### src/core/spi_port_pkg.sv
/*
 * Constants and types for the four-wire serial port: register frame,
 * field positions, reset values and pin bundles.
 * Assumes a 16-bit peripheral bus with word addresses.
 */
package spi_port_pkg;

    // ==========================================================
    // register frame
    localparam logic [15:0] FRAME_BASE = 16'h7040;
    localparam logic [15:0] FRAME_END = 16'h7049;
    localparam logic [3:0] REG_CFG = 4'h0;
    localparam logic [3:0] REG_CTL = 4'h1;
    localparam logic [3:0] REG_STS = 4'h2;
    localparam logic [3:0] REG_PINS = 4'h3;
    localparam logic [3:0] REG_BAUD = 4'h4;
    localparam logic [3:0] REG_RXLO = 4'h5;
    localparam logic [3:0] REG_RXHI = 4'h6;
    localparam logic [3:0] REG_TXLO = 4'h7;
    localparam logic [3:0] REG_TXHI = 4'h8;

    // ==========================================================
    // field positions
    localparam int CFG_POL = 6;
    localparam int CFG_RUN = 7;
    localparam int CTL_RXIE = 0;
    localparam int CTL_TALK = 1;
    localparam int CTL_MASTER = 2;
    localparam int CTL_PHASE = 3;
    localparam int CTL_TXIE = 4;
    localparam int STS_TXF = 5;
    localparam int STS_RXF = 6;
    localparam int STS_OVR = 7;

    // ==========================================================
    // reset values and limits
    localparam logic [7:0] BYTE_RESET = 8'h00;
    localparam logic [15:0] WORD_RESET = 16'h0000;
    localparam logic [6:0] BAUD_MIN = 7'h03;
    localparam logic [3:0] PINS_RESET = 4'h0;

    // ==========================================================
    // types
    typedef struct packed {
        logic clk;
        logic ste;
        logic simo;
        logic somi;
    } pin4_type;

    typedef struct packed {
        logic wr;
        logic rd;
        logic [15:0] addr;
        logic [15:0] wdata;
    } bus_req_type;

    typedef enum logic {ST_IDLE, ST_RUN} xfer_state_type;

endpackage

### src/core/spi_master_slave_port.sv
/*
 * Four-wire synchronous serial port, master or slave, 1..16 bit words,
 * with nine byte-wide registers on the peripheral bus.
 * Assumes pin inputs are synchronous to clk and pin wires are resolved outside.
 */
`timescale 1ns/10ps
`default_nettype none

module spi_master_slave_port (
    input wire logic clk,
    input wire logic nrst,
    input wire spi_port_pkg::bus_req_type bus_req,
    output logic [15:0] bus_rdata,
    output logic rx_irq,
    output logic tx_irq,
    input wire spi_port_pkg::pin4_type pin_in,
    input wire spi_port_pkg::pin4_type gpio_out,
    input wire spi_port_pkg::pin4_type gpio_dir,
    output var spi_port_pkg::pin4_type pin_out,
    output var spi_port_pkg::pin4_type pin_oe
);
    import spi_port_pkg::*;

    // ==========================================================
    // address decoding
    function automatic logic in_frame(input logic [15:0] a);
        return (a >= FRAME_BASE) && (a < FRAME_END);
    endfunction

    function automatic logic [3:0] reg_index(input logic [15:0] a);
        logic [15:0] off;
        off = a - FRAME_BASE;
        return off[3:0];
    endfunction

    // ==========================================================
    // state
    logic [7:0] cfg_q, cfg_d, ctl_q, ctl_d;
    logic [3:0] pins_q, pins_d;
    logic [6:0] baud_q, baud_d, div_q, div_d;
    logic [15:0] txbuf_q, txbuf_d, rxbuf_q, rxbuf_d;
    logic [15:0] sh_q, sh_d, rx_q, rx_d;
    logic [15:0] rdata_q, rdata_d;
    logic [5:0] edge_q, edge_d, bit_q, bit_d;
    logic rxf_q, rxf_d, ovr_q, ovr_d, txf_q, txf_d;
    logic sclk_q, sclk_d, dout_q, dout_d, sclk_prev_q;
    logic rx_irq_q, rx_irq_d, tx_irq_q, tx_irq_d;
    pin4_type pin_out_q, pin_out_d, pin_oe_q, pin_oe_d;
    xfer_state_type state_q, state_d;

    // derived values
    logic master, pol, phase, talk, running, sel_low, din;
    logic lead, trail, tick, active, wr_hit, rd_hit, pin_edge;
    logic [3:0] widx, ser_out, ser_oe;
    logic [6:0] brr, half_m1;
    logic [7:0] sum8;
    logic [4:0] nbits;
    logic [5:0] last_edge, edge_nx, bit_nx;

    // ==========================================================
    // next-state logic for registers, engine and pins
    always_comb begin
        cfg_d = cfg_q;
        ctl_d = ctl_q;
        pins_d = pins_q;
        baud_d = baud_q;
        txbuf_d = txbuf_q;
        rxbuf_d = rxbuf_q;
        sh_d = sh_q;
        rx_d = rx_q;
        edge_d = edge_q;
        bit_d = bit_q;
        div_d = div_q;
        rxf_d = rxf_q;
        ovr_d = ovr_q;
        txf_d = txf_q;
        sclk_d = sclk_q;
        dout_d = dout_q;
        state_d = state_q;
        rdata_d = WORD_RESET;
        master = ctl_q[CTL_MASTER];
        pol = cfg_q[CFG_POL];
        phase = ctl_q[CTL_PHASE];
        talk = ctl_q[CTL_TALK];
        running = cfg_q[CFG_RUN];
        sel_low = !pin_in.ste;
        din = master ? pin_in.somi : pin_in.simo;
        // divider: period brr+1 core cycles, 125 settings 3..127
        brr = (baud_q < BAUD_MIN) ? BAUD_MIN : baud_q;
        sum8 = {1'b0, brr} + 8'h01;
        half_m1 = sum8[7:1] - 7'h01;
        nbits = {1'b0, cfg_q[3:0]} + 5'h01;
        last_edge = {nbits, 1'b0};
        edge_nx = edge_q + 6'h01;
        bit_nx = bit_q + 6'h01;
        tick = master && (state_q == ST_RUN) && (edge_q != last_edge) && ((div_q == half_m1) || (div_q == brr));
        // data edges come from the pin, so the master samples only once its own edge shows
        pin_edge = (pin_in.clk != sclk_prev_q) && (master ? (state_q == ST_RUN) : sel_low);
        lead = pin_edge && (pin_in.clk != pol);
        trail = pin_edge && (pin_in.clk == pol);
        active = (state_q == ST_RUN) || (!master && (state_q == ST_IDLE));

        // register writes, low byte only
        wr_hit = bus_req.wr && in_frame(bus_req.addr);
        rd_hit = bus_req.rd && in_frame(bus_req.addr);
        widx = reg_index(bus_req.addr);
        if (wr_hit) begin
            case (widx)
                REG_CFG: cfg_d = bus_req.wdata[7:0];
                REG_CTL: ctl_d = bus_req.wdata[7:0];
                REG_PINS: pins_d = bus_req.wdata[3:0];
                REG_BAUD: baud_d = bus_req.wdata[6:0];
                REG_STS: begin
                    if (bus_req.wdata[STS_OVR]) begin
                        ovr_d = 1'b0;
                    end
                end
                REG_TXLO: txbuf_d[7:0] = bus_req.wdata[7:0];
                REG_TXHI: begin
                    txbuf_d[15:8] = bus_req.wdata[7:0];
                    txf_d = 1'b1;
                end
                default: ;
            endcase
        end
        // register reads, upper byte zero
        if (rd_hit) begin
            case (reg_index(bus_req.addr))
                REG_CFG: rdata_d[7:0] = cfg_q;
                REG_CTL: rdata_d[7:0] = ctl_q;
                REG_PINS: rdata_d[3:0] = pins_q;
                REG_BAUD: rdata_d[6:0] = baud_q;
                REG_STS: begin
                    rdata_d[STS_OVR] = ovr_q;
                    rdata_d[STS_RXF] = rxf_q;
                    rdata_d[STS_TXF] = txf_q;
                end
                REG_RXLO: rdata_d[7:0] = rxbuf_q[7:0];
                REG_RXHI: begin
                    rdata_d[7:0] = rxbuf_q[15:8];
                    rxf_d = 1'b0;
                end
                REG_TXLO: rdata_d[7:0] = txbuf_q[7:0];
                REG_TXHI: rdata_d[7:0] = txbuf_q[15:8];
                default: ;
            endcase
        end

        // transfer engine
        case (state_q)
            ST_IDLE: begin
                edge_d = 6'h00;
                bit_d = 6'h00;
                div_d = 7'h00;
                if (master) begin
                    sclk_d = pol;
                end
                if (txf_q) begin // load left-justified word
                    txf_d = wr_hit && (widx == REG_TXHI);
                    sh_d = txbuf_q;
                    if (phase) begin // first bit out half a cycle early
                        dout_d = txbuf_q[15];
                        sh_d = {txbuf_q[14:0], 1'b0};
                    end
                    if (master) begin
                        state_d = ST_RUN;
                    end
                end
            end
            ST_RUN: begin
                if (master) begin
                    div_d = (div_q == brr) ? 7'h00 : div_q + 7'h01;
                    if (tick) begin
                        sclk_d = !sclk_q;
                        edge_d = edge_nx;
                    end
                end
            end
            default: state_d = ST_IDLE;
        endcase

        if (active && (lead || trail)) begin
            bit_d = bit_nx;
            if (state_q == ST_IDLE) begin
                state_d = ST_RUN; // slave starts on its first clock edge, leading or trailing
            end
            if (lead && !phase) begin
                dout_d = sh_q[15];
                sh_d = {sh_q[14:0], 1'b0};
            end
            if (lead == phase) begin // sample edge, MSB first
                rx_d = {rx_q[14:0], din};
            end
            if (trail && phase && (bit_nx != last_edge)) begin
                dout_d = sh_q[15];
                sh_d = {sh_q[14:0], 1'b0};
            end
            if (bit_nx == last_edge) begin // word complete
                state_d = ST_IDLE;
                rxbuf_d = rx_d;
                ovr_d = ovr_d || rxf_q;
                rxf_d = 1'b1; // set wins over a read clear
            end
        end

        // module reset: engine idle, clock at idle level
        if (!running) begin
            state_d = ST_IDLE;
            edge_d = 6'h00;
            bit_d = 6'h00;
            div_d = 7'h00;
            rxf_d = 1'b0;
            ovr_d = 1'b0;
            txf_d = 1'b0;
            sclk_d = pol;
        end

        // interrupt requests
        rx_irq_d = (rxf_d || ovr_d) && ctl_d[CTL_RXIE];
        tx_irq_d = !txf_d && ctl_d[CTL_TXIE] && cfg_d[CFG_RUN];

        // pin roles: master drives clock and simo, slave drives somi
        ser_out = {sclk_q, 1'b1, dout_q, dout_q};
        ser_oe = {master, 1'b0, master && talk, !master && talk && sel_low};
        // general-purpose use of pins not given to the port
        pin_out_d = pin4_type'((pins_q & ser_out) | (~pins_q & gpio_out));
        pin_oe_d = pin4_type'((pins_q & ser_oe) | (~pins_q & gpio_dir));
    end

    // ==========================================================
    // registers
    always_ff @(posedge clk) begin
        if (!nrst) begin
            cfg_q <= BYTE_RESET;
            ctl_q <= BYTE_RESET;
            pins_q <= PINS_RESET;
            baud_q <= BAUD_MIN;
            txbuf_q <= WORD_RESET;
            rxbuf_q <= WORD_RESET;
            sh_q <= WORD_RESET;
            rx_q <= WORD_RESET;
            rdata_q <= WORD_RESET;
            edge_q <= 6'h00;
            bit_q <= 6'h00;
            div_q <= 7'h00;
            rxf_q <= 1'b0;
            ovr_q <= 1'b0;
            txf_q <= 1'b0;
            sclk_q <= 1'b0;
            dout_q <= 1'b0;
            sclk_prev_q <= 1'b0;
            rx_irq_q <= 1'b0;
            tx_irq_q <= 1'b0;
            pin_out_q <= pin4_type'(PINS_RESET);
            pin_oe_q <= pin4_type'(PINS_RESET);
            state_q <= ST_IDLE;
        end else begin
            cfg_q <= cfg_d;
            ctl_q <= ctl_d;
            pins_q <= pins_d;
            baud_q <= baud_d;
            txbuf_q <= txbuf_d;
            rxbuf_q <= rxbuf_d;
            sh_q <= sh_d;
            rx_q <= rx_d;
            rdata_q <= rdata_d;
            edge_q <= edge_d;
            bit_q <= bit_d;
            div_q <= div_d;
            rxf_q <= rxf_d;
            ovr_q <= ovr_d;
            txf_q <= txf_d;
            sclk_q <= sclk_d;
            dout_q <= dout_d;
            sclk_prev_q <= pin_in.clk;
            rx_irq_q <= rx_irq_d;
            tx_irq_q <= tx_irq_d;
            pin_out_q <= pin_out_d;
            pin_oe_q <= pin_oe_d;
            state_q <= state_d;
        end
    end

    // outputs straight from flip-flops
    assign bus_rdata = rdata_q;
    assign rx_irq = rx_irq_q;
    assign tx_irq = tx_irq_q;
    assign pin_out = pin_out_q;
    assign pin_oe = pin_oe_q;
endmodule

`default_nettype wire

### config.mk
export PLATFORM = sky130hd
export DESIGN_NAME = spi_master_slave_port
export DESIGN_NICKNAME = d
export VERILOG_FILES = /design/src/core/spi_port_pkg.sv /design/src/core/spi_master_slave_port.sv
export SDC_FILE = /design/constraint.sdc
export NUM_CORES = 1
export LEC_CHECK = 0
export BUFFER_PORTS_ARGS = -buffer_cell sky130_fd_sc_hd__buf_4
export CORE_AREA = 8 8 113 166
export CTS_CLUSTER_DIAMETER = 200
export DETAILED_ROUTE_END_ITERATION = 7
export DIE_AREA = 0 0 121 174
export SYNTH_ARGS = -nofsm -noshare
export SYNTH_HDL_FRONTEND = slang
export SYNTH_SLANG_ARGS = --single-unit
### constraint.sdc
create_clock -name clk -period 6.65 [get_ports clk]
set_input_delay 0.3325 -clock clk [delete_from_list [all_inputs] [get_ports clk]]
set_output_delay 0.3325 -clock clk [all_outputs]
set_load 0.02 [all_outputs]
==> impl_metrics.py, run 1 <==
metrics = {
    "status": {
        "outcome": "complete, no violations",
    },
    "yosys": {
        "avgSynthCellArea_sq_um": 8.922,
        "synthTopCellsByCount": "dfxtp_1, mux2i_1, nand2_1",
        "synth_edf_count": 0,
        "yosysMostFrequentCell": "dfxtp_1",
        "synthCells": 803,
        "synth_top_area_share_pct": 37.72,
        "synth_cell_type_count": 71,
        "ys_seq_elements": 135,
        "syn_area_sq_mm": 0.007164,
        "synth.largest_area_cell": "dfxtp_1",
        "yosys_warnings": 0,
        "async_reset_ff_share_pct": 0,
        "yosys-top-cells-area": "dfxtp_1, mux2i_1, nand2_1",
        "synth_ff_type": "dfxtp_1",
        "yosysSeqAreaShare_pct": 37.72,
    },
    "setup_path": {
        "crit_chain": "nor3_1 -> nand3_1 -> nand2b_1 -> ha_1 -> xnor2_1 -> ha_1 -> xnor3_1 -> xor2_1 -> nor3_1 -> o211ai_1 -> a221o_1 -> and3_1 -> o31a_1",
        "cp-start-kind": "flop",
        "regToRegStartpoint": "baud_q[2]$_SDFFE_PN0P_",
        "max_stage_delay_ns": 0.47,
        "rr_worst_depth": 13,
        "crit_slowest_cell": "dfxtp_1",
        "critPathMaxFanout": 12,
        "arrival_ns": 4.08,
        "cp_data_required_time_ns": 6.96,
        "endpoint_kind": "flop",
        "setup.worst_path.class": "flop to flop",
        "crit_path_start": "baud_q[2]$_SDFFE_PN0P_",
    },
    "floorplan": {
        "initial_core_util_pct": 43.49,
        "rows": 58,
        "core_region_area_sq_mm": 0.01647,
        "ios": 74,
        "dieArea_sq_mm": 0.02105,
        "die_x_um": 121,
        "die_h_um": 174,
    },
    "place": {
        "portBuffers": 57,
        "dpl.hpwl_mm": 13.91,
        "pre_cts_ws_ns": 2.931,
        "gp_routability_congestion": 0.8679,
        "dp.cells": 1021,
    },
    "hold_path": {
        "holdCritPathClass": "primary input to flop",
        "min-delay-start": "gpio_out[2]",
        "min_path_cells": 2,
    },
    "power_and_ir_drop": {
        "p_leak_nw": 3.281,
        "total_power_mw": 1.786,
        "peakVddDrop_uv": 168.9,
        "p_per_area_mw_per_mm2": 218.7,
    },
    "clock_network": {
        "clock-sinks": 135,
        "clkLatencyLatePin_ns": 0.42,
        "clockBufferDepth": 2,
        "cts_tree": "yes",
        "post_cts_buffers": 0,
        "h-tree-depth": 4,
        "root_buffer": "clkbuf_16",
        "numCtsBuffers": 17,
        "cts_hold_buf": 0,
        "ctsResizeCount": 0,
        "clkTransAtPathRegs_ns": 0.06,
    },
    "cells_and_area": {
        "drive_gt1_share_pct": 12.95,
        "fin_cells": 1052,
        "syn_to_final_growth_pct": 13.97,
        "finalNetCount": 885,
        "diodes": 0,
    },
    "routing": {
        "dr.pass1.iters": 5,
        "antenna_left": 0,
        "drtIter0Drc": 426,
        "drc": 0,
        "vias_per_cell": 5.605,
        "drt-total-wl_mm": 19.25,
        "vias": 5896,
        "routedWlPerCell_um": 18.30,
    },
    "flow_run": {
        "cap_viol_max_count": 0,
    },
    "sta": {
        "rsz0062_at_grt": "no",
        "hold_violations": 0,
        "fin_crit_sh_pct": 56.78,
        "worst_slew_pin_slew_ns": 1.230,
        "finalMaxSlewViolations": 0,
        "finalWorstSetupSlack_ns": 2.874,
        "fin_crit_ns": 3.776,
        "setup_tns_ns": 0,
        "slew_headroom_pct": 17.89,
        "fmax_ghz": 0.2648,
        "finClkSkew_ns": 0.005356,
        "setup-violations-final": 0,
        "hold_ws_ns": 0.1119,
    },
    "global_routing": {
        "grt_overflow": 0,
        "track_usage_pct": 18.70,
        "grt_max_degree": 73,
        "grt_pass1_vias": 6004,
        "grt_pass1_wl_mm": 31.16,
        "antenna_found_initial": 0,
    },
}
==> state kept, by name, indices dropped and copies added, names as in the netlist <==
signal,count
pins_q,4
txf_q,1
bit_q,6
div_q,7
rx_irq,1
state_q,1
rxf_q,1
tx_irq,1
cfg_q,8
pin_oe,4
bus_rdata,8
dout_q,1
sclk_prev_q,1
pin_out,4
rxbuf_q,16
baud_q,7
edge_q,6
ovr_q,1
ctl_q,8
rx_q,16
sclk_q,1
txbuf_q,16
sh_q,16
==> layout make-up <==
type                       instances  area [sq um]
inverter                           9         33.78
timing repair buffer              60         450.4
clock buffer                      21         460.4
sequential                       135          2703
clock inverter                    10         80.08
tap                              210         262.8
multi-input combinational        607          4175
fill                            1570          8308
==> report_power, final <==
group	leakage, nW	total, mW	switching (mW)	internal (mW)
Sequential	1.09	0.814	0.00155	0.813
Clock	0.268	0.874	0.348	0.526
Combinational	1.92	0.0981	0.0593	0.0388
==> metrics by stage <==
| stage | utilization (%) | instance area [sq um] |
|---|---|---|
| after floorplan | - | 7191 |
| after global placement | 46.29 | 7625 |
| after detailed placement | 46.29 | 7625 |
| after CTS | 49.57 | 8165 |
| after global routing | 49.57 | 8165 |
| final | 49.57 | 8165 |
==> cell families after synthesis <==
family | Yosys count | synth area share (%)
adder cells (fa/ha/maj) | 7 | 1.222
flip-flops | 135 | 37.72
other | 1 | 0.05234
multiplexers | 109 | 16.50
AND/OR/NAND/NOR | 296 | 20.54
buffers and inverters | 68 | 4.541
AO/OA/AOI/OAI | 154 | 14.60
XOR/XNOR | 33 | 4.820
==> worst max-delay path, delay by kind of cell, from the launching register on <==
kind	cells	cell delay, ns
and+or+nand+nor	5	1.18
AOI/OAI and AO/OA	3	0.80
adders and majority gates	2	0.62
xor gates and xnor gates	3	0.58
DFF	1	0.47
==> layout by cell type, fill, tap and decap left out, drive strengths merged, types with 17 or more instances in the layout <==
| cell type | count |
|---|---|
| nand3 | 17 |
| a21boi | 24 |
| a21oi | 34 |
| mux2i | 99 |
| nor2 | 74 |
| nand2 | 91 |
| buf | 60 |
| a211oi | 18 |
| clkbuf | 21 |
| o21ai | 36 |
| dfxtp | 135 |
| nor2b | 42 |
==> metal layers <==
metal	vias up	part of all wire, %	GRT usage [%]
li1	2876	-	-
met1	2855	40	20.61
met2	122	53	33.21
met3	43	3.2	4.157
met4	0	3.5	8.155
met5	-	0	0
==> final timing paths <==
kind | to | slack (ns)
max | sclk_q$_SDFFE_PN0P_ | 2.87
min | pin_out[2]$_SDFF_PN0_ | 0.11
max reg2reg | sclk_q$_SDFFE_PN0P_ | 2.87
min reg2reg | rx_q[15]$_SDFFE_PN0P_ | 0.47
Note: power is estimated with default switching activity, not from simulation.
==> run 2, diff against run 1 <==
==> constraint.sdc (replaced) <==
create_clock -name clk -period 3.62 [get_ports clk]
set_input_delay 0.181 -clock clk [delete_from_list [all_inputs] [get_ports clk]]
set_output_delay 0.181 -clock clk [all_outputs]
set_load 0.02 [all_outputs]
==> run 2 against run 1 <==
Compared with the run above: count of clock-buffer cells in the layout shrank 3; sequential power is 84% higher; utilization grew 0.96 points; clock skew rose by 0.00071 ns; critical path type unchanged; highest routed layer unchanged.
==> impl_metrics.py, run 2 (synthesized netlist as in run 1, its figures left out) <==
metrics = {
    "setup_path": {
        "regToRegStartpoint": "baud_q[5]$_SDFFE_PN0P_",
        "cp_data_required_time_ns": 3.92,
        "endpoint_kind": "flop",
        "critPathMaxFanout": 10,
        "cp-start-kind": "flop",
        "setup.worst_path.class": "flop to flop",
        "crit_path_start": "baud_q[5]$_SDFFE_PN0P_",
        "arrival_ns": 3.63,
    },
    "clock_network": {
        "h-tree-depth": 4,
        "numCtsBuffers": 17,
        "clkLatencyLatePin_ns": 0.41,
        "clockBufferDepth": 2,
        "cts_tree": "yes",
        "clock-sinks": 135,
        "clkTransAtPathRegs_ns": 0.06,
        "root_buffer": "clkbuf_16",
    },
    "sta": {
        "hold_violations": 0,
        "hold_ws_ns": 0.02865,
        "fmax_ghz": 0.3008,
        "finClkSkew_ns": 0.006070,
        "setup-violations-final": 0,
        "worst_slew_pin_slew_ns": 1.057,
        "setup_tns_ns": 0,
        "fin_crit_ns": 3.324,
        "finalMaxSlewViolations": 0,
        "slew_headroom_pct": 29.52,
        "rsz0062_at_grt": "no",
        "fin_crit_sh_pct": 91.84,
    },
    "cells_and_area": {
        "fin_cells": 1066,
        "drive_gt1_share_pct": 14.84,
        "diodes": 0,
        "finalNetCount": 898,
        "finish.utilization_pct": 50.53,
        "final_area_sq_mm": 0.008324,
        "layout_commonest_cell": "dfxtp_1",
        "final_cell_mix": "dfxtp_1, mux2i_1, nand2_1",
        "syn_to_final_growth_pct": 16.19,
    },
    "routing": {
        "drc": 0,
        "routedWlPerCell_um": 18.48,
        "vias": 5958,
        "dr_wl_met3_um": 761,
        "vias_per_cell": 5.589,
        "top_layer": "met4",
        "wl_met1_mm": 7.686,
        "wl_met2_mm": 10.68,
        "antenna_left": 0,
        "dr.pass1.iters": 6,
        "drt-total-wl_mm": 19.70,
        "drtIter0Drc": 392,
    },
    "place": {
        "dpl.hpwl_mm": 14.29,
        "gp_routability_congestion": 0.8403,
        "dp.cells": 1032,
        "portBuffers": 57,
        "place_area_sq_mm": 0.007707,
    },
    "status": {
        "outcome": "complete, no violations",
    },
    "power_and_ir_drop": {
        "p_int_mw": 2.602,
        "p_comb_share_pct": 5.4,
        "clock_power_share_pct": 50.4,
        "p_per_area_mw_per_mm2": 407.1,
        "p_leak_nw": 3.357,
        "switching_share_pct": 23.22,
        "power_switching_mw": 0.7869,
        "peakVddDrop_uv": 311.2,
        "power.share.sequential_pct": 44.1,
    },
    "floorplan": {
        "core_region_area_sq_mm": 0.01647,
        "initial_core_util_pct": 43.49,
        "dieArea_sq_mm": 0.02105,
        "die_x_um": 121,
        "die_h_um": 174,
        "rows": 58,
        "ios": 74,
    },
    "global_routing": {
        "antenna_found_initial": 0,
        "grt_overflow": 0,
        "grt_max_degree": 73,
        "grt_pass1_wl_mm": 31.29,
        "track_usage_pct": 18.84,
        "grt_pass1_vias": 5935,
    },
    "flow_run": {
        "cap_viol_max_count": 0,
    },
    "hold_path": {
        "min-delay-start": "pin_in[3]",
        "holdCritPathClass": "primary input to flop",
    },
}
[run 2: area by class of cell]
| cell class | count | area [sq um] |
|---|---|---|
| clock buffer | 18 | 439.2 |
| clock inverter | 14 | 150.1 |
| fill | 1561 | 8149 |
| inverter | 9 | 33.78 |
| multi-input combinational | 607 | 4182 |
| sequential | 135 | 2704 |
| tap | 210 | 262.8 |
| timing repair buffer | 73 | 553.0 |
[run 2: worst max-delay path, stage by stage (launching register included)]
cell and delay [ns]:
dfxtp_1 0.39, nor2_1 0.23, nand3_1 0.16, nand2b_1 0.14, ha_2 0.29, xnor2_1 0.16, ha_2 0.26, xnor3_1 0.23
xor2_1 0.15, nor3_1 0.23, o211ai_1 0.13, a221o_2 0.42, and3_1 0.20, o31a_1 0.23
[run 2: power groups by stage]
| stage | sequential [mW] | clock (mW) | combinational (mW) |
|---|---|---|---|
| finish | 1.50 | 1.71 | 0.184 |
| floorplan | 1.53 | 0 | 0.104 |
| global route | 1.49 | 1.81 | 0.196 |
| global placement | 1.53 | 0 | 0.179 |
| detailed placement | 1.53 | 0 | 0.181 |
| CTS | 1.50 | 1.74 | 0.183 |
[run 2: repair_timing]
action,CTS,global route
endpoints found under the setup margin,0,7
setup buffers,0,0
gates resized for setup,0,4
hold buffers,2,0
hold endpoints to repair,2,0
[run 2: routing by layer]
layer  vias to the layer above  global-route usage (%)
met5                         -                       0
met4                         0                   8.102
met3                        38                   3.475
met2                       143                   34.83
met1                      2880                   20.06
li1                       2897                       -
[run 2: worst paths after layout]
path / endpoint / slack (ns) / cells past startpoint
worst min register to register: rx_q[15]$_SDFFE_PN0P_ / 0.46 / 2
worst max-delay path: sclk_q$_SDFFE_PN0P_ / 0.30 / 13
worst min-delay path: sclk_prev_q$_SDFF_PN0_ / 0.03 / 2
worst max register to register: sclk_q$_SDFFE_PN0P_ / 0.30 / 13
[run 2: per-stage QoR]
step,total power [mW],worst slack [ns]
after floorplan,1.638,0.5515
after global placement,1.707,0.2378
after detailed placement,1.709,0.09241
after CTS,3.422,0.04416
after global routing,3.504,0.01978
final,3.389,0.2955
